<file path="config.mk">
export PLATFORM = sky130hd
export DESIGN_NAME = swc_top
export DESIGN_NICKNAME = d
export VERILOG_FILES = /design/src/swc_pkg.sv /design/src/swc_debounce.sv /design/src/swc_top.sv
export SDC_FILE = /design/constraint.sdc
export NUM_CORES = 1
export LEC_CHECK = 0
export ABC_AREA = 1
export ABC_CLOCK_PERIOD_IN_PS = 9500
export BUFFER_PORTS_ARGS = -buffer_cell sky130_fd_sc_hd__buf_2
export CAP_MARGIN = 5
export CORE_MARGIN = 2
export CORE_UTILIZATION = 44
export CTS_CLUSTER_DIAMETER = 30
export DETAILED_ROUTE_END_ITERATION = 10
export SKIP_CTS_REPAIR_TIMING = 1
export SYNTH_ARGS = -nofsm -noshare
export SYNTH_HDL_FRONTEND = slang
export SYNTH_HIERARCHICAL = 1
export SYNTH_SLANG_ARGS = --single-unit
</file>
<file path="constraint.sdc">
create_clock -name i_sys_clk -period 9.5 [get_ports i_sys_clk]
set_input_delay 1.425 -clock i_sys_clk [delete_from_list [all_inputs] [get_ports i_sys_clk]]
set_output_delay 1.425 -clock i_sys_clk [all_outputs]
set_load 0.005 [all_outputs]
</file>
<file path="src/swc_pkg.sv">
// package for the system wake-up control block: offsets, fields, timing
// assumes a 20 MHz standby clock and the plain register port of swc_top
package swc_pkg;

	// clock and timing
	localparam int unsigned CLK_HZ            = 20_000_000;
	localparam int unsigned CLK_MHZ           = CLK_HZ / 1_000_000;
	// debounce and blink base tick, in ns
	localparam int unsigned TICK_NS           = 1_000_000;
	localparam int unsigned TICK_CYCLES       = (TICK_NS / 1000) * CLK_MHZ;
	// power-fell pulse width, in ns (least time, rounded up)
	localparam int unsigned POWER_FELL_NS     = 1000;
	localparam int unsigned POWER_FELL_CYCLES =
		(POWER_FELL_NS * CLK_MHZ + 999) / 1000;
	// watchdog pulse width, in ns (least time, rounded up)
	localparam int unsigned WATCHDOG_NS       = 2000;
	localparam int unsigned WATCHDOG_CYCLES   =
		(WATCHDOG_NS * CLK_MHZ + 999) / 1000;
	localparam int unsigned TICK_W            = 15;
	localparam int unsigned PULSE_W           = 8;

	// register bus
	localparam int unsigned ADDR_W            = 6;
	localparam logic [5:0] OFS_WAKE_STATUS    = 6'h00;
	localparam logic [5:0] OFS_WAKE_ENABLE    = 6'h04;
	localparam logic [5:0] OFS_MGMT_ENABLE    = 6'h08;
	localparam logic [5:0] OFS_DEBOUNCE       = 6'h0C;
	localparam logic [5:0] OFS_POWER_CTRL     = 6'h10;
	localparam logic [5:0] OFS_LED_CTRL       = 6'h14;
	localparam logic [5:0] OFS_GP_EDGE        = 6'h18;
	localparam logic [5:0] OFS_STATE          = 6'h1C;
	localparam logic [5:0] OFS_LEVELS         = 6'h20;

	// event sources, one status bit each
	localparam int unsigned NUM_GP            = 16;
	localparam int unsigned SRC_RING_A        = 16;
	localparam int unsigned SRC_RING_B        = 17;
	localparam int unsigned SRC_KBD_CLK       = 18;
	localparam int unsigned SRC_PTR_DAT       = 21;
	localparam int unsigned SRC_PWR_BTN       = 22;
	localparam int unsigned SRC_SLP_BTN       = 23;
	localparam int unsigned NUM_SRC           = 24;
	// synchronised-only levels after the sources
	localparam int unsigned SYN_MAIN_GOOD     = 24;
	localparam int unsigned NUM_SYNC          = 27;
	// inputs that pass the programmable debounce filter
	localparam logic [26:0] DEB_MASK          = 27'h0C0FFFF;

	// power control fields
	localparam int unsigned PC_SUPPLY_ON      = 0;
	localparam int unsigned PC_BTN_TOGGLE     = 1;
	localparam int unsigned PC_BTN_PASS       = 2;
	localparam logic [2:0] PC_RESET           = 3'h4;

	// led control fields
	localparam int unsigned LED_A_LSB         = 0;
	localparam int unsigned LED_B_LSB         = 2;
	localparam int unsigned LED_DUAL          = 4;
	localparam int unsigned LED_RATE_LSB      = 8;
	localparam logic [1:0] LED_OFF            = 2'h0;
	localparam logic [1:0] LED_ON             = 2'h1;
	localparam logic [1:0] LED_BLINK          = 2'h2;
	localparam logic [15:0] LED_RESET         = 16'h0000;
	localparam logic [7:0] DEBOUNCE_RESET     = 8'h10;

	// decoded sleep state
	typedef enum logic [1:0] {
		SLEEP_WORKING,
		SLEEP_SUSPEND,
		SLEEP_OFF,
		SLEEP_ILLEGAL
	} swc_sleep_e;

	// one register bus request
	typedef struct packed {
		logic              wr;
		logic              rd;
		logic [ADDR_W-1:0] addr;
		logic [31:0]       wdata;
	} swc_bus_req_s;

endpackage

</file>
<file path="src/swc_debounce.sv">
// one input: two-flop synchroniser followed by a tick-based debounce
// assumes i_tick is a one-cycle pulse on the same clock; limit 0 = no filter
`timescale 1ns/100ps
`default_nettype none
module swc_debounce (
	input  wire logic       i_sys_clk,
	input  wire logic       i_reset,
	input  wire logic       i_async,
	input  wire logic       i_tick,
	input  wire logic [7:0] i_limit,
	output logic            o_level
);
	logic       meta_reg;   // first flop, read only by sync_reg
	logic       sync_reg;   // second flop
	logic [7:0] cnt_reg;    // ticks the new level has stood
	logic [7:0] cnt_next;
	logic       level_next;

	// idle high, so a line that is released at reset makes no event
	always_ff @(posedge i_sys_clk or posedge i_reset) begin
		if (i_reset) begin
			meta_reg <= 1'b1;
			sync_reg <= 1'b1;
		end else begin
			meta_reg <= i_async;
			sync_reg <= meta_reg;
		end
	end

	// the level moves only after the new value held for i_limit ticks
	always_comb begin
		cnt_next   = cnt_reg;
		level_next = o_level;
		if (sync_reg == o_level) begin
			cnt_next = 8'h00;
		end else if (i_limit == 8'h00 || cnt_reg >= i_limit) begin
			level_next = sync_reg;
			cnt_next   = 8'h00;
		end else if (i_tick) begin
			cnt_next = cnt_reg + 8'h01;
		end
	end

	always_ff @(posedge i_sys_clk or posedge i_reset) begin
		if (i_reset) begin
			cnt_reg <= 8'h00;
			o_level <= 1'b1;
		end else begin
			cnt_reg <= cnt_next;
			o_level <= level_next;
		end
	end
endmodule
`default_nettype wire

</file>
<file path="src/swc_top.sv">
// system wake-up control: event capture, sleep decode, power and led pins
// assumes standby clock i_sys_clk, pins asynchronous, bus on the same clock
//
// Our own choices: strobed register access and the register addresses.
`timescale 1ns/100ps
`default_nettype none
module swc_top #(
	parameter int unsigned TICK_LEN = swc_pkg::TICK_CYCLES
) (
	input  wire logic                 i_sys_clk,
	input  wire logic                 i_reset,
	// register port
	input  wire swc_pkg::swc_bus_req_s i_bus,
	output logic [31:0]               o_rdata,
	// wake and button pins
	input  wire logic [15:0]          i_event_gp_input,
	input  wire logic                 i_ring_indicate_a_n,
	input  wire logic                 i_ring_indicate_b_n,
	input  wire logic                 i_kbd_clock_line,
	input  wire logic                 i_kbd_data_line,
	input  wire logic                 i_pointer_clock_line,
	input  wire logic                 i_pointer_data_line,
	input  wire logic                 i_power_button_in_n,
	input  wire logic                 i_sleep_button_in_n,
	input  wire logic                 i_sleep_state_suspend_n,
	input  wire logic                 i_sleep_state_off_n,
	input  wire logic                 i_main_power_good,
	// time-out strobe from watchdog logic on this clock
	input  wire logic                 i_watchdog_timeout,
	// open-drain outputs: value and enable
	output logic                      o_power_button_out,
	output logic                      o_power_button_out_oe,
	output logic                      o_system_control_irq_n,
	output logic                      o_system_control_irq_n_oe,
	output logic                      o_system_mgmt_irq_n,
	output logic                      o_system_mgmt_irq_n_oe,
	output logic                      o_supply_on_request_n,
	output logic                      o_supply_on_request_n_oe,
	// push-pull outputs
	output logic                      o_indicator_drive_a,
	output logic                      o_indicator_drive_b,
	output logic                      o_main_power_fell_pulse,
	output logic                      o_watchdog_pulse_out_n
);
	import swc_pkg::*;

	// base tick
	logic [TICK_W-1:0]   tick_cnt_reg;   // cycles within one tick
	wire                 tick;           // one-cycle tick strobe

	// synchronised and filtered inputs
	wire [NUM_SYNC-1:0]  raw_in;         // pins as they arrive
	wire [NUM_SYNC-1:0]  clean;          // after sync and debounce
	logic [NUM_SYNC-1:0] prev_reg;       // clean, one cycle old
	wire [NUM_SYNC-1:0]  fall;           // high to low
	wire [NUM_SYNC-1:0]  rise;           // low to high
	wire [NUM_SYNC-1:0]  change;         // either way

	// software registers
	logic [NUM_SRC-1:0]  status_reg;     // sticky events
	logic [NUM_SRC-1:0]  status_next;
	logic [NUM_SRC-1:0]  wake_en_reg;    // sources to the control irq
	logic [NUM_SRC-1:0]  mgmt_en_reg;    // sources to the management irq
	logic [7:0]          deb_limit_reg;  // debounce ticks
	logic [2:0]          pctrl_reg;      // power control bits
	logic [2:0]          pctrl_next;
	logic [15:0]         led_reg;        // led control
	logic [NUM_GP-1:0]   gp_edge_reg;    // 1 = rising edge is active
	logic [31:0]         rdata_next;

	// decode
	wire                 wr_hit_status;
	wire                 wr_hit_wake;
	wire                 wr_hit_mgmt;
	wire                 wr_hit_deb;
	wire                 wr_hit_pctrl;
	wire                 wr_hit_led;
	wire                 wr_hit_edge;
	wire [NUM_SRC-1:0]   events;         // this cycle's new events
	wire [NUM_SRC-1:0]   clr_mask;       // write-one-to-clear bits
	swc_sleep_e          sleep_state;    // decoded sleep inputs

	// pulses and leds
	logic [PULSE_W-1:0]  fell_cnt_reg;
	logic [PULSE_W-1:0]  wdog_cnt_reg;
	wire                 fell_edge;
	logic [7:0]          blink_cnt_reg;
	logic                blink_phase_reg;
	wire [1:0]           mode_a;
	wire [1:0]           mode_b;
	wire                 lit_a;
	wire                 lit_b;
	wire                 sci_active;
	wire                 smi_active;
	wire                 btn_pass;

	// free-running tick; the length is a parameter so a test can shorten it
	assign tick = (tick_cnt_reg == TICK_W'(TICK_LEN - 1));

	always_ff @(posedge i_sys_clk or posedge i_reset) begin
		if (i_reset) begin
			tick_cnt_reg <= '0;
		end else if (tick) begin
			tick_cnt_reg <= '0;
		end else begin
			tick_cnt_reg <= tick_cnt_reg + TICK_W'(1);
		end
	end

	// every pin goes through the same sync cell; only some get a filter
	// main good enters inverted: its idle (off) level then matches the
	// cell's reset value of one, so standby power-up makes no false loss
	assign raw_in = {i_sleep_state_off_n, i_sleep_state_suspend_n,
		~i_main_power_good, i_sleep_button_in_n, i_power_button_in_n,
		i_pointer_data_line, i_pointer_clock_line, i_kbd_data_line,
		i_kbd_clock_line, i_ring_indicate_b_n, i_ring_indicate_a_n,
		i_event_gp_input};

	genvar gi;
	generate
		for (gi = 0; gi < NUM_SYNC; gi++) begin : g_in
			swc_debounce u_deb (
				.i_sys_clk (i_sys_clk),
				.i_reset   (i_reset),
				.i_async   (raw_in[gi]),
				.i_tick    (tick),
				.i_limit   (DEB_MASK[gi] ? deb_limit_reg : 8'h00),
				.o_level   (clean[gi])
			);
		end
	endgenerate

	// one-cycle history for edge detection; idle high matches the cells
	always_ff @(posedge i_sys_clk or posedge i_reset) begin
		if (i_reset) begin
			prev_reg <= '1;
		end else begin
			prev_reg <= clean;
		end
	end

	assign fall   = prev_reg & ~clean;
	assign rise   = ~prev_reg & clean;
	assign change = prev_reg ^ clean;

	// gp: chosen edge; ring: going low; lines: any change; buttons: press
	assign events[NUM_GP-1:0] =
		(gp_edge_reg & rise[NUM_GP-1:0]) |
		(~gp_edge_reg & fall[NUM_GP-1:0]);
	assign events[SRC_RING_B:SRC_RING_A] =
		fall[SRC_RING_B:SRC_RING_A];
	// no gating by main power: the lines are watched in any state
	assign events[SRC_PTR_DAT:SRC_KBD_CLK] =
		change[SRC_PTR_DAT:SRC_KBD_CLK];
	assign events[SRC_PWR_BTN] = fall[SRC_PWR_BTN];
	assign events[SRC_SLP_BTN] = fall[SRC_SLP_BTN];

	// register write decode
	assign wr_hit_status = i_bus.wr && (i_bus.addr == OFS_WAKE_STATUS);
	assign wr_hit_wake   = i_bus.wr && (i_bus.addr == OFS_WAKE_ENABLE);
	assign wr_hit_mgmt   = i_bus.wr && (i_bus.addr == OFS_MGMT_ENABLE);
	assign wr_hit_deb    = i_bus.wr && (i_bus.addr == OFS_DEBOUNCE);
	assign wr_hit_pctrl  = i_bus.wr && (i_bus.addr == OFS_POWER_CTRL);
	assign wr_hit_led    = i_bus.wr && (i_bus.addr == OFS_LED_CTRL);
	assign wr_hit_edge   = i_bus.wr && (i_bus.addr == OFS_GP_EDGE);
	assign clr_mask      = wr_hit_status ? i_bus.wdata[NUM_SRC-1:0] : '0;

	// new events beat a clear in the same cycle so nothing is lost
	assign status_next = (status_reg & ~clr_mask) | events;

	// sleep-state decode; the illegal pair is reported, not acted on
	always_comb begin
		unique case ({clean[SYN_MAIN_GOOD+1], clean[SYN_MAIN_GOOD+2]})
			2'b11:   sleep_state = SLEEP_WORKING;
			2'b01:   sleep_state = SLEEP_SUSPEND;
			2'b00:   sleep_state = SLEEP_OFF;
			default: sleep_state = SLEEP_ILLEGAL;
		endcase
	end

	// supply demand: a write sets it, else a press may toggle it
	always_comb begin
		pctrl_next = pctrl_reg;
		if (wr_hit_pctrl) begin
			pctrl_next = i_bus.wdata[2:0];
		end else if (events[SRC_PWR_BTN] && pctrl_reg[PC_BTN_TOGGLE]) begin
			pctrl_next[PC_SUPPLY_ON] = ~pctrl_reg[PC_SUPPLY_ON];
		end
	end

	// software registers; reset leaves every output idle
	always_ff @(posedge i_sys_clk or posedge i_reset) begin
		if (i_reset) begin
			status_reg    <= '0;
			wake_en_reg   <= '0;
			mgmt_en_reg   <= '0;
			deb_limit_reg <= DEBOUNCE_RESET;
			pctrl_reg     <= PC_RESET;
			led_reg       <= LED_RESET;
			gp_edge_reg   <= '0;
		end else begin
			status_reg    <= status_next;
			pctrl_reg     <= pctrl_next;
			if (wr_hit_wake) begin
				wake_en_reg <= i_bus.wdata[NUM_SRC-1:0];
			end
			if (wr_hit_mgmt) begin
				mgmt_en_reg <= i_bus.wdata[NUM_SRC-1:0];
			end
			if (wr_hit_deb) begin
				deb_limit_reg <= i_bus.wdata[7:0];
			end
			if (wr_hit_led) begin
				led_reg <= i_bus.wdata[15:0];
			end
			if (wr_hit_edge) begin
				gp_edge_reg <= i_bus.wdata[NUM_GP-1:0];
			end
		end
	end

	// read mux; unmapped offsets read zero
	always_comb begin
		rdata_next = 32'h0000_0000;
		unique case (i_bus.addr)
			OFS_WAKE_STATUS: rdata_next[NUM_SRC-1:0] = status_reg;
			OFS_WAKE_ENABLE: rdata_next[NUM_SRC-1:0] = wake_en_reg;
			OFS_MGMT_ENABLE: rdata_next[NUM_SRC-1:0] = mgmt_en_reg;
			OFS_DEBOUNCE:    rdata_next[7:0]         = deb_limit_reg;
			OFS_POWER_CTRL:  rdata_next[2:0]         = pctrl_reg;
			OFS_LED_CTRL:    rdata_next[15:0]        = led_reg;
			OFS_GP_EDGE:     rdata_next[NUM_GP-1:0]  = gp_edge_reg;
			OFS_STATE:       rdata_next[4:0] = {blink_phase_reg,
				pctrl_reg[PC_SUPPLY_ON], ~clean[SYN_MAIN_GOOD],
				2'(sleep_state)};
			OFS_LEVELS:      rdata_next[NUM_SYNC-1:0] = clean ^ 27'h1000000;
			default:         rdata_next = 32'h0000_0000;
		endcase
	end

	// read data stand only in the cycle after the strobe
	always_ff @(posedge i_sys_clk or posedge i_reset) begin
		if (i_reset) begin
			o_rdata <= 32'h0000_0000;
		end else begin
			o_rdata <= i_bus.rd ? rdata_next : 32'h0000_0000;
		end
	end

	// interrupt conditions; a source can feed either line or both
	assign sci_active = |(status_reg & wake_en_reg);
	assign smi_active = |(status_reg & mgmt_en_reg);
	assign btn_pass   = pctrl_reg[PC_BTN_PASS] && !clean[SRC_PWR_BTN];

	// open-drain pins: value is always low, the enable pulls the wire
	always_ff @(posedge i_sys_clk or posedge i_reset) begin
		if (i_reset) begin
			o_system_control_irq_n_oe <= 1'b0;
			o_system_mgmt_irq_n_oe    <= 1'b0;
			o_supply_on_request_n_oe  <= 1'b0;
			o_power_button_out_oe     <= 1'b0;
		end else begin
			o_system_control_irq_n_oe <= sci_active;
			o_system_mgmt_irq_n_oe    <= smi_active;
			o_supply_on_request_n_oe  <= pctrl_reg[PC_SUPPLY_ON];
			o_power_button_out_oe     <= btn_pass;
		end
	end

	assign o_system_control_irq_n = 1'b0;
	assign o_system_mgmt_irq_n    = 1'b0;
	assign o_supply_on_request_n  = 1'b0;
	assign o_power_button_out     = 1'b0;

	// main supply loss: the inverted good level rises
	assign fell_edge = rise[SYN_MAIN_GOOD];

	// fixed-width pulses: load on the cause, count down, active while > 1
	always_ff @(posedge i_sys_clk or posedge i_reset) begin
		if (i_reset) begin
			fell_cnt_reg            <= '0;
			wdog_cnt_reg            <= '0;
			o_main_power_fell_pulse <= 1'b0;
			o_watchdog_pulse_out_n  <= 1'b1;
		end else begin
			if (fell_edge) begin
				fell_cnt_reg <= PULSE_W'(POWER_FELL_CYCLES);
			end else if (fell_cnt_reg != '0) begin
				fell_cnt_reg <= fell_cnt_reg - PULSE_W'(1);
			end
			if (i_watchdog_timeout) begin
				wdog_cnt_reg <= PULSE_W'(WATCHDOG_CYCLES);
			end else if (wdog_cnt_reg != '0) begin
				wdog_cnt_reg <= wdog_cnt_reg - PULSE_W'(1);
			end
			// push-pull, strong enough to trigger a peripheral power cycle
			o_main_power_fell_pulse <= fell_edge ||
				(fell_cnt_reg > PULSE_W'(1));
			o_watchdog_pulse_out_n  <= !(i_watchdog_timeout ||
				(wdog_cnt_reg > PULSE_W'(1)));
		end
	end

	// a new time-out while a pulse runs restarts it, so the low pulse grows longer
	// blink phase: toggles every (rate + 1) ticks, shared by both leds
	always_ff @(posedge i_sys_clk or posedge i_reset) begin
		if (i_reset) begin
			blink_cnt_reg   <= 8'h00;
			blink_phase_reg <= 1'b0;
		end else if (tick) begin
			if (blink_cnt_reg >= led_reg[LED_RATE_LSB +: 8]) begin
				blink_cnt_reg   <= 8'h00;
				blink_phase_reg <= ~blink_phase_reg;
			end else begin
				blink_cnt_reg <= blink_cnt_reg + 8'h01;
			end
		end
	end

	assign mode_a = led_reg[LED_A_LSB +: 2];
	assign mode_b = led_reg[LED_B_LSB +: 2];
	assign lit_a  = (mode_a == LED_ON) ||
		((mode_a == LED_BLINK) && blink_phase_reg);
	assign lit_b  = (mode_b == LED_ON) ||
		((mode_b == LED_BLINK) && blink_phase_reg);

	// dual-colour: the two dies share one package, so a wins over b
	always_ff @(posedge i_sys_clk or posedge i_reset) begin
		if (i_reset) begin
			o_indicator_drive_a <= 1'b0;
			o_indicator_drive_b <= 1'b0;
		end else begin
			o_indicator_drive_a <= lit_a;
			o_indicator_drive_b <= led_reg[LED_DUAL] ?
				(lit_b && !lit_a) : lit_b;
		end
	end
endmodule
`default_nettype wire

</file>
# Word-level counts from Yosys, hierarchy flattened
# Cells that the tools add are included.
[classes]
addsub = 22
order_cmp = 21
eq_ne = 42
n_mux = 72
bitwise = 36
n_reduce_logical = 84
[op_table]
columns = ["cell", "n"]
rows = [
  ["2-to-1 mux 8 bit", 59],
  ["adder 8 x 1 -> 8 bit, second input constant", 19],
  [">= comparator 8 bit", 19],
  ["AND 24 bit", 4],
  ["nonzero test 3 bit", 18],
  ["NOT 24 bit", 2],
  ["case mux 8 bit (6 select lines)", 1],
  ["OR reduction 24 bit", 2],
  ["AND reduction 2 bit", 19],
  ["AND 16 bit", 2],
  ["case mux 8 bit (4 select lines)", 1],
  ["equality test 1 bit", 27],
  ["2-to-1 mux 27 bit", 1],
  ["case mux 3 bit (9 select lines)", 1],
  ["AND 25 bit", 1],
  ["NOT 25 bit", 1],
  ["equality test 6 x 5 -> 1 bit, second input constant", 4],
  ["2-to-1 mux 24 bit", 1],
  ["OR 24 bit", 1],
  ["logical OR 1 bit", 22],
  ["NOT 1 bit", 22],
  ["XOR 22 bit", 1],
  ["case mux 3 bit (7 select lines)", 1],
  ["greater-than comparator 8 x 1 -> 1 bit, second input constant", 2],
  ["other kinds (22)", 46],
]
[word_totals]
reg_bits = 440
in_bits = 70
out_inout_bits = 44
elab_cells = 399

# Depth between registers and ports, before layout
# Gate-level depths: netlist (run 1).
[depth]
depth_word = 6
depth_mapped = 13
mapped_depth_nobuf = 13

# Modules after synthesis
# The synthesis (run 1) kept the hierarchy.
[modules_own_cells]
columns = ["mod", "n_inst", "cells_per_inst", "area_per_inst_um2", "seq_area_each_um2"]
rows = [
  ["swc_debounce", 27, 117, 872.1, 279.0],
  ["swc_top", 1, 1229, 10327.4, 5415.2],
]

# Worst setup path after synthesis (run 1)
# OpenSTA, ideal clock, no wires.
[synth_path]
path_kind = "flip-flop to flip-flop"
start = "register tick_cnt_reg[0]"
end = "register g_in[0].u_deb.cnt_reg[6]"
setup_time_ns = 0.077
arrival_ns = 5.384
required_time_ns = 9.423
slack_ns = 4.039
path_stages_with_launch = 12
n_path_buf = 0
period_less_slack_ns = 5.461
cell_sequence = "dfrtp_1 -> ha_1 -> nand3_1 -> inv_1 -> nand2_1 -> nor3_1 -> nor2_2 -> inv_2 -> o21ai_1 -> a21oi_1 -> nand2_1 -> o21ai_1"
[synth_between]
elab_chain_cells = 2
[synth_lines]
columns = ["item", "line_no", "text"]
rows = [
  ["start: declaration", "swc_top.sv:48", "logic [TICK_W-1:0] tick_cnt_reg;"],
  ["start signal: assignment", "swc_top.sv:106", "tick_cnt_reg <= tick_cnt_reg + TICK_W'(1);"],
  ["equality test 15 bit", "swc_top.sv:98", "assign tick = (tick_cnt_reg == TICK_W'(TICK_LEN - 1));"],
  ["net tick", "swc_top.sv:49", "wire tick;"],
  ["nonzero test 3 bit (no line)", "--", ""],
  ["end signal: assignment", "swc_debounce.sv:49", "cnt_reg <= cnt_next;"],
  ["end: declaration", "swc_debounce.sv:15", "logic [7:0] cnt_reg;"],
]
# The timed path passes the listed nets, and every way through them passes these cells.
# A chain may end at the register's enable or synchronous reset.

# Worst setup path in the final report (run 1)
[layout_path]
start = "input i_bus[33] in the netlist's numbering"
end = "register mgmt_en_reg[19]"
[layout_between]
elab_chain_cells = 2
[layout_lines]
columns = ["item", "line_no", "text"]
rows = [
  ["start: declaration", "swc_top.sv:13", "input wire swc_pkg::swc_bus_req_s i_bus,"],
  ["equality test 6 x 4 -> 1 bit", "swc_top.sv:161", "assign wr_hit_mgmt = i_bus.wr && (i_bus.addr == OFS_MGMT_ENABLE);"],
  ["logical AND 1 bit", "swc_top.sv:161", ""],
  ["end signal: assignment", "swc_top.sv:208", "mgmt_en_reg <= i_bus.wdata[NUM_SRC-1:0];"],
  ["end: declaration", "swc_top.sv:63", "logic [NUM_SRC-1:0] mgmt_en_reg;"],
]
# No other way between the ends.

==> qor.yml, run 1 <==
status: "finished, final reports clean"
grtUsageMet1_pct: 28.08
synth_edf_count: 0
cts_buffer_depth: 3
drv_slew: 0
final_common_cell: "nand2_1"
dp.cells: 5638
synth_top_family_by_area: "simple AND/OR/NAND/NOR gates"
drcViolationCount: 0
clk_pin_slew_worst_paths_ns: 0.04
first_global_vias: 26260
critical_path.max_stage_delay_ns: 0.64
worstSetupPathType: "in -> reg"
ys_seq_elements: 512
track_usage_pct: 21.15
cp_max_fo: 48
cts_tree: "yes"
io_pins: 114
fmax_mhz: 299.8
layoutNonFillerInstCount: 5903
synth_ff_type: "dfrtp_1"
dpl_cell_area_um2: 36040
dieArea_um2: 79220
ant_nets: 0
final_area_um2: 41290
power_leakage_nw: 21.64
finClkSkew_ns: 0.02854
vias_per_cell: 4.690
crit_path_start_kind: "input pin"
hold_viol: 0
layout_min_cycle_time_ns: 3.335
hpwlAfterDp_um: 55510
grt_start_max_net_pins: 101
cp_slowest_cell: "nand2_2"
syn2layout_area_growth_pct: 21.90
clock_latency_ns: 0.70
muxShareOfSynthArea_pct: 0
antenna_found_initial: 1
synth_fa_ha_area_share_pct: 9.641
coreArea_um2: 76080
cts_buffers: 142
synth_compound_area_share_pct: 7.051
hold_slack_ns: 0.3429
port_buffers: 96
grt-ovfl-total: 0
hold_path.class: "reg -> reg"
worst_slew_pin_slew_ns: 1.042
ir_drop_mv: 0.1583
first_pass_iters: 5
synthXorXnorAreaFrac_pct: 3.908
start_util_pct: 44.53
root_buffer: "clkbuf_16"
fin_nets: 5083
syn_area_per_cell_um2: 7.720
cp-end-kind: "register"
drive_gt1_share_pct: 18.66
top_usage_layer: "met2"
p_per_area_nw_per_um2: 240.5
ys_seq_area_share_pct: 38.23
period_share_pct: 35.11
met3_usage_pct: 4.325
mostFrequentLayoutCells: "nand2_1 (1184), inv_1 (673), dfrtp_1 (396)"
yosys_warnings: 6
ys_types: 40
clkSinkCount: 512
die_h_um: 281.5
power_mw: 9.933
fp-row-count: 101
synthSimpleGateAreaFrac_pct: 32.18
maxCapViolations: 0
gp_congestion: 0.8646
setup_viol: 0
crit_arrival_ns: 3.92
cts_max_level: 4
largest_reg_flops: 216
syn_area_um2: 33870
worstPathCellList: "buf_2 > nor2_2 > nand2_1 > nor2_2 > buf_4 > nand2_2 > o21ai_0"
finalSetupTns_ns: 0
syn_inst: 4388
grt_pass1_wl_um: 134500
synthArstFlopShare_pct: 100.0
slew_headroom_pct: 30.52
cp.required_ns: 10.09
via_count: 27690
die-width_um: 281.5
ff_latch_area_um2: 12960
multi_input_area_um2: 18460
wirelength_um: 81410
drt_iter0_markers: 1528
grt_util_met2_pct: 34.39
rsz0062_at_grt: "false"
cp_common_cell: "nor2_2"
wl_per_cell_um: 13.79
fill_cells: 7152
-- stage by stage --
step / utilization (%) / setup WS [ns]
after floorplan: - / 2.242
after global placement: 47.38 / 5.377
after global routing: 54.27 / 5.819
after CTS: 54.27 / 6.116
after detailed placement: 47.38 / 5.360
final: 54.28 / 6.165
-- cells in the mapped netlist, drive strengths merged, types with 29 or more instances --
cell	count	area share, %
a21o	29	0.64
a21oi	90	1.3
buf	34	0.79
dfrtp	403	30
dfstp	109	8.5
ha	261	9.6
inv	733	8.1
nand2	1245	15
nand3	412	6.9
nand4	29	0.54
nor2	586	9.3
o21ai	261	4.2
xnor2	36	1.5
xor2	92	2.4
-- final cells by class --
type                            count  share of cell area [%]
Sequential cell                   512                   31.38
Clock buffer                      190                   9.966
Clock inverter                     74                   2.742
Multi-Input combinational cell   3254                   44.70
Timing Repair Buffer              109                   1.400
Inverter                          733                   6.681
Antenna cell                        1                0.006060
Tap cell                         1030                   3.121
-- logic make-up (layout without fill, tap and decap cells) --
| kind of cell | Yosys count | count (layout) |
|---|---|---|
| xor+xnor | 128 | 128 |
| buf+inv | 774 | 1106 |
| flops | 512 | 512 |
| other cells | 1 | 154 |
| compound gates | 416 | 416 |
| fa+ha+maj | 261 | 261 |
| simple gates | 2296 | 2296 |
-- metal layers --
metal | part of all wire, % | wire [um]
met5 | 0.012 | 10
met4 | 2.2 | 1816
met3 | 4.5 | 3669
met2 | 46 | 37630
met1 | 47 | 38290
-- worst max-delay path, delay by kind of cell --
| kind | cells | cell delay (ns) |
|---|---|---|
| AO/OA/AOI/OAI | 1 | 0.39 |
| buffers and inverters | 2 | 0.44 |
| AND/OR/NAND/NOR | 4 | 1.63 |
-- power breakdown --
part           switching (mW)  internal, mW
registers               0.324          2.50
logic                    1.30         0.649
clock network            1.42          3.74
-- final timing paths --
check                           slack (ns)                   endpoint  depth (start not counted)                     from
max in group asynchronous             6.24            wdog_cnt_reg[2]                          5                  i_reset
min in group asynchronous             1.17  g_in[14].u_deb/cnt_reg[7]                          3                  i_reset
worst min register to register        0.34    g_in[12].u_deb/sync_reg                          0  g_in[12].u_deb/meta_reg
worst max-delay path                  6.16            mgmt_en_reg[19]                          7                i_bus[33]
worst min-delay path                  0.34    g_in[12].u_deb/sync_reg                          0  g_in[12].u_deb/meta_reg
worst max register to register        6.79   g_in[8].u_deb/cnt_reg[6]                         13          tick_cnt_reg[0]
Note: power is estimated with default switching activity, not from simulation.
==> run 2, diff against run 1 <==
--- a/config.mk
+++ b/config.mk
@@ -6,7 +6,7 @@
 export NUM_CORES = 1
 export LEC_CHECK = 0
 export ABC_AREA = 1
-export ABC_CLOCK_PERIOD_IN_PS = 9500
+export ABC_CLOCK_PERIOD_IN_PS = 3100
 export BUFFER_PORTS_ARGS = -buffer_cell sky130_fd_sc_hd__buf_2
 export CAP_MARGIN = 5
 export CORE_MARGIN = 2
==> constraint.sdc (replaced) <==
create_clock -name i_sys_clk -period 3.1 [get_ports i_sys_clk]
set_input_delay 0.465 -clock i_sys_clk [delete_from_list [all_inputs] [get_ports i_sys_clk]]
set_output_delay 0.465 -clock i_sys_clk [all_outputs]
set_load 0.005 [all_outputs]
==> run 2 against run 1 <==
  * Via count grew 1.1%
  * Hold slack lost 0.26 ns
  * Sequential cell count is the same
  * Die area is the same
  * Clock skew shrank 0.0070 ns
  * Largest power group unchanged
  * Sequential power grew to 3.0 times the previous value
  * Wire length shrank 0.46%
  * Utilization grew 0.68 points
  * First-iteration DRC count grew 14%
==> qor.yml, run 2 (synthesis gave the netlist of run 1 again) <==
wl_per_cell_um: 13.59
r2r-end: "g_in[13].u_deb/cnt_reg[7]"
cts_max_level: 4
hold_depth: 3
crit_path_start_kind: "register"
antenna_found_initial: 7
clk_pin_slew_worst_paths_ns: 0.05
first_pass_iters: 6
clock_latency_ns: 0.70
cts_buffer_depth: 3
combPwrFrac_pct: 20.2
dieArea_um2: 79220
start_util_pct: 44.53
critical_path.max_stage_delay_ns: 0.81
hold_path_end: "mgmt_en_reg[20]"
worst_slew_pin_slew_ns: 0.9796
status: "finished, final reports clean"
mostFrequentLayoutCells: "nand2_1 (1184), inv_1 (673), dfrtp_1 (396)"
seq_power_share_pct: 28.6
port_buffers: 96
die-width_um: 281.5
r2r_slack_ns: 0.82
pwr-share-clk_pct: 51.2
r2r_start: "deb_limit_reg[4]"
critPathBufInv: 3
crit_arrival_ns: 2.89
cp_slowest_cell: "dfstp_2"
largest_reg_flops: 216
cp-end-kind: "register"
slew_headroom_pct: 34.46
finClkSkew_ns: 0.02153
gp_congestion: 0.8587
wirelength_um: 81040
via_count: 28000
cts_tree: "yes"
fill_cells: 7049
ir_drop_mv: 0.5115
grt_start_max_net_pins: 49
dpl_cell_area_um2: 36340
vias_per_cell: 4.696
p_per_area_nw_per_um2: 720.6
cts_buffers: 150
hpwlAfterDp_um: 56820
io_pins: 114
final_common_cell: "nand2_1"
grt-ovfl-total: 0
track_usage_pct: 20.93
ant_nets: 0
finalSetupTns_ns: 0
drcViolationCount: 0
crit_start: "deb_limit_reg[4]"
r2r_cells: 12
hold_start: "i_bus[20]"
drive_gt1_share_pct: 18.96
syn2layout_area_growth_pct: 23.44
fin_nets: 5137
final_core_util_pct: 54.96
period_share_pct: 73.41
grt_pass1_wl_um: 133900
coreArea_um2: 76080
worstSetupPathType: "reg -> reg"
drv_slew: 0
final_area_um2: 41810
hold_viol: 0
clkSinkCount: 512
layout_min_cycle_time_ns: 2.276
hold_path.class: "in -> reg"
cp.required_ns: 3.72
power_mw: 30.13
setup_viol: 0
fp-row-count: 101
rsz0062_at_grt: "false"
worstPathCellList: "buf_4 > inv_1 > ha_1 > inv_2 > nor2_1 > nor2_2 > nor2_2 > nor2_4 > nand2_4 > nor2_4 > nand2_1 > nand2_1"
intPower_mw: 20.67
switchingPower_mw: 9.465
power_leakage_nw: 21.88
maxCapViolations: 0
first_global_vias: 26530
drt_iter0_markers: 1736
cp_max_fo: 12
die_h_um: 281.5
crit_family: "flip-flops"
root_buffer: "clkbuf_16"
fmax_mhz: 439.4
switching_share_pct: 31.41
==> run 2: metrics by stage <==
step                      hold slack, ns  instances  setup slack [ns]
after global placement            0.3459       5656            0.6365
after CTS                        -0.1934       5934            0.8072
final                            0.08122       5963            0.8243
after floorplan                   0.3153       4540           -0.1403
after detailed placement          0.3472       5656            0.5818
after global routing             0.05761       5962            0.6805
==> run 2: cell type report <==
cell class                 instances  area (um^2)  area share, %
sequential                       512        12960          30.99
antenna                            1        2.502       0.005985
timing repair buffer             155         1156          2.765
multi-input combinational       3254        18470          44.16
tap                             1030         1289          3.082
inverter                         733         2755          6.589
clock inverter                    78        949.7          2.271
clock buffer                     200         4238          10.14
==> run 2: how the worst max path moves through the flow <==
stage / to / cells past startpoint
3_5_place_dp: status_reg[2] / 7
5_1_grt: g_in[13].u_deb/cnt_reg[1] / 12
3_3_place_gp: status_reg[15] / 7
2_1_floorplan: blink_cnt_reg[0] / 1
6_report: g_in[13].u_deb/cnt_reg[7] / 12
4_1_cts: g_in[12].u_deb/cnt_reg[7] / 12
==> run 2: power by group through the flow <==
| stage | Sequential (mW) | Clock [mW] | Combinational, mW |
|---|---|---|---|
| 2_1_floorplan | 8.41 | 0 | 4.73 |
| 3_3_place_gp | 8.68 | 0 | 5.93 |
| 3_5_place_dp | 8.69 | 0 | 6.00 |
| 4_1_cts | 8.62 | 15.7 | 6.05 |
| 5_1_grt | 8.73 | 16.2 | 6.92 |
| 6_report | 8.62 | 15.4 | 6.10 |
==> run 2: per-layer routing <==
metal  global-route usage [%]  share of wire [%]
met3                    3.870                5.0
met2                    33.84                 46
met5                        0              0.014
met4                    7.460                2.6
met1                    28.05                 47
==> run 2: worst register-to-register path: stages (launching register included) <==
cell and delay [ns]:
dfstp_2 0.81, buf_4 0.29, inv_1 0.06, ha_1 0.20, inv_2 0.04, nor2_1 0.04, nor2_2 0.09, nor2_2 0.05
nor2_4 0.16, nand2_4 0.11, nor2_4 0.19, nand2_1 0.08, nand2_1 0.07
==> run 3, diff against run 2 <==
--- a/config.mk
+++ b/config.mk
@@ -6,7 +6,7 @@
 export NUM_CORES = 1
 export LEC_CHECK = 0
 export ABC_AREA = 1
-export ABC_CLOCK_PERIOD_IN_PS = 3100
+export ABC_CLOCK_PERIOD_IN_PS = 2150
 export BUFFER_PORTS_ARGS = -buffer_cell sky130_fd_sc_hd__buf_2
 export CAP_MARGIN = 5
 export CORE_MARGIN = 2
==> constraint.sdc (replaced) <==
create_clock -name i_sys_clk -period 2.15 [get_ports i_sys_clk]
set_input_delay 0.3225 -clock i_sys_clk [delete_from_list [all_inputs] [get_ports i_sys_clk]]
set_output_delay 0.3225 -clock i_sys_clk [all_outputs]
set_load 0.005 [all_outputs]
==> run 3 against run 2 <==
  * The run now ends with negative hold slack left
  * Global-route usage rose by 0.17 points
  * Die area is the same
  * Hold slack got worse by 0.093 ns
  * Fmax up 14%
  * Sequential power increased by 43%
  * Clock power increased by 34%
  * Wire length increased by 0.21%
  * Clock skew grew 0.0047 ns
  * Non-clock buffer count grew 44
  * Via count rose by 0.37%
  * Utilization hardly changed
  * Total power increased by 39%
==> qor.yml, run 3 (synthesis gave the netlist of run 1 again) <==
vias_per_cell: 4.699
clk_pin_slew_worst_paths_ns: 0.04
coreArea_um2: 76080
syn2layout_area_growth_pct: 23.40
via_count: 28110
status: "finished with violations"
dieArea_um2: 79220
antenna_found_initial: 1
setup_ws_ns: 0.1495
die-width_um: 281.5
cp_common_cell: "nand2_1"
hold_viol: 2
drcViolationCount: 0
start_util_pct: 44.53
intPower_mw: 28.63
io_pins: 114
switching_share_pct: 31.70
largest_reg_flops: 216
die_h_um: 281.5
wirelength_um: 81210
mostFrequentLayoutCells: "nand2_1 (1183), inv_1 (672), dfrtp_1 (396)"
wl_per_cell_um: 13.58
hold_slack_ns: -0.01138
track_usage_pct: 21.10
place_ws_ns: 0.1022
worst_slew_pin_slew_ns: 0.6437
dp.cells: 5687
slew_headroom_pct: 57.04
crit_arrival_ns: 2.62
cp-end-kind: "register"
cts_max_level: 4
port_buffers: 96
final_common_cell: "nand2_1"
p_per_area_nw_per_um2: 1003
diodes: 0
finalSetupTns_ns: 0
seq_power_share_pct: 29.4
layout_min_cycle_time_ns: 2.001
ir_drop_mv: 0.7325
violations: "negative hold slack"
finClkSkew_ns: 0.02621
critical_path.max_stage_delay_ns: 0.54
drive_gt1_share_pct: 19.11
gp_congestion: 0.8623
maxCapViolations: 0
worstPathCellList: "buf_12 > inv_1 > ha_1 > nand2_1 > inv_1 > nand2_1 > nand2_1 > nand2_4 > nand2_4 > nor2_4 > nand2_1 > nand2_1"
setup_viol: 0
fin_nets: 5169
cp_slowest_cell: "dfrtp_2"
pwr-share-clk_pct: 49.2
ant_nets: 0
cp_max_fo: 18
cp.required_ns: 2.77
root_buffer: "clkbuf_16"
final_core_util_pct: 54.95
period_share_pct: 93.05
rsz0062_at_grt: "false"
cts_tree: "yes"
critPathBufInv: 3
first_pass_iters: 5
crit_path_start_kind: "register"
grt_pass1_wl_um: 134800
switchingPower_mw: 13.29
clock_latency_ns: 0.70
combPwrFrac_pct: 21.4
fmax_mhz: 499.9
first_global_vias: 26800
fill_cells: 7157
hold_path.class: "in -> reg"
grt-ovfl-total: 0
fp-row-count: 101
crit_family: "simple AND/OR/NAND/NOR gates"
cts_buffer_depth: 3
drt_iter0_markers: 1459
grt_start_max_net_pins: 72
power_leakage_nw: 21.89
clkSinkCount: 512
layoutNonFillerInstCount: 5981
worstSetupPathType: "reg -> reg"
hpwlAfterDp_um: 57360
cts_buffers: 138
drv_slew: 0
run 3: metrics by stage:
stage                     power [mW]  instance area (um^2)
after CTS                      42.26                 41380
after floorplan                18.97                 34470
after global placement         21.15                 36660
after global routing           44.25                 41800
final                          41.92                 41800
after detailed placement       21.28                 36660
run 3: final timing paths:
check                                           end  slack (ns)  depth (start not counted)                    start
hold reg to reg             g_in[12].u_deb/sync_reg        0.35                          0  g_in[12].u_deb/meta_reg
setup reg to reg           g_in[9].u_deb/cnt_reg[4]        0.15                         12         deb_limit_reg[2]
min in group asynchronous          deb_limit_reg[2]        0.41                          3                  i_reset
hold / removal                          led_reg[11]       -0.01                          3                i_bus[11]
setup / recovery           g_in[9].u_deb/cnt_reg[4]        0.15                         12         deb_limit_reg[2]
max in group asynchronous              prev_reg[14]        1.00                          5                  i_reset
run 3: layer usage:
metal	global-route usage, %	up-vias	wire length, um
li1	-	14610	-
met1	28.25	12820	38320
met2	33.78	520	36780
met3	4.425	155	4002
met4	7.447	2	2101
met5	0	-	11
run 3: tightest hold or removal path, cell delays in order:
cell and delay, ns:
buf_2 0.10, inv_1 0.09, o21ai_1 0.13
run 3: final cells by class:
| class | count | area (um^2) | area share [%] |
|---|---|---|---|
| Timing Repair Buffer | 199 | 1598 | 3.822 |
| Clock buffer | 190 | 3944 | 9.435 |
| Multi-Input combinational cell | 3254 | 18480 | 44.20 |
| Clock inverter | 63 | 780.7 | 1.868 |
| Tap cell | 1030 | 1289 | 3.083 |
| Inverter | 733 | 2755 | 6.591 |
| Sequential cell | 512 | 12960 | 31.00 |
run 3: power groups by stage:
stage	Combinational, mW	Sequential, mW	Clock (mW)
floorplan	6.85	12.1	0
global placement	8.72	12.4	0
detailed placement	8.83	12.5	0
CTS	8.90	12.3	21.0
global route	10.2	12.5	21.6
finish	8.97	12.3	20.6
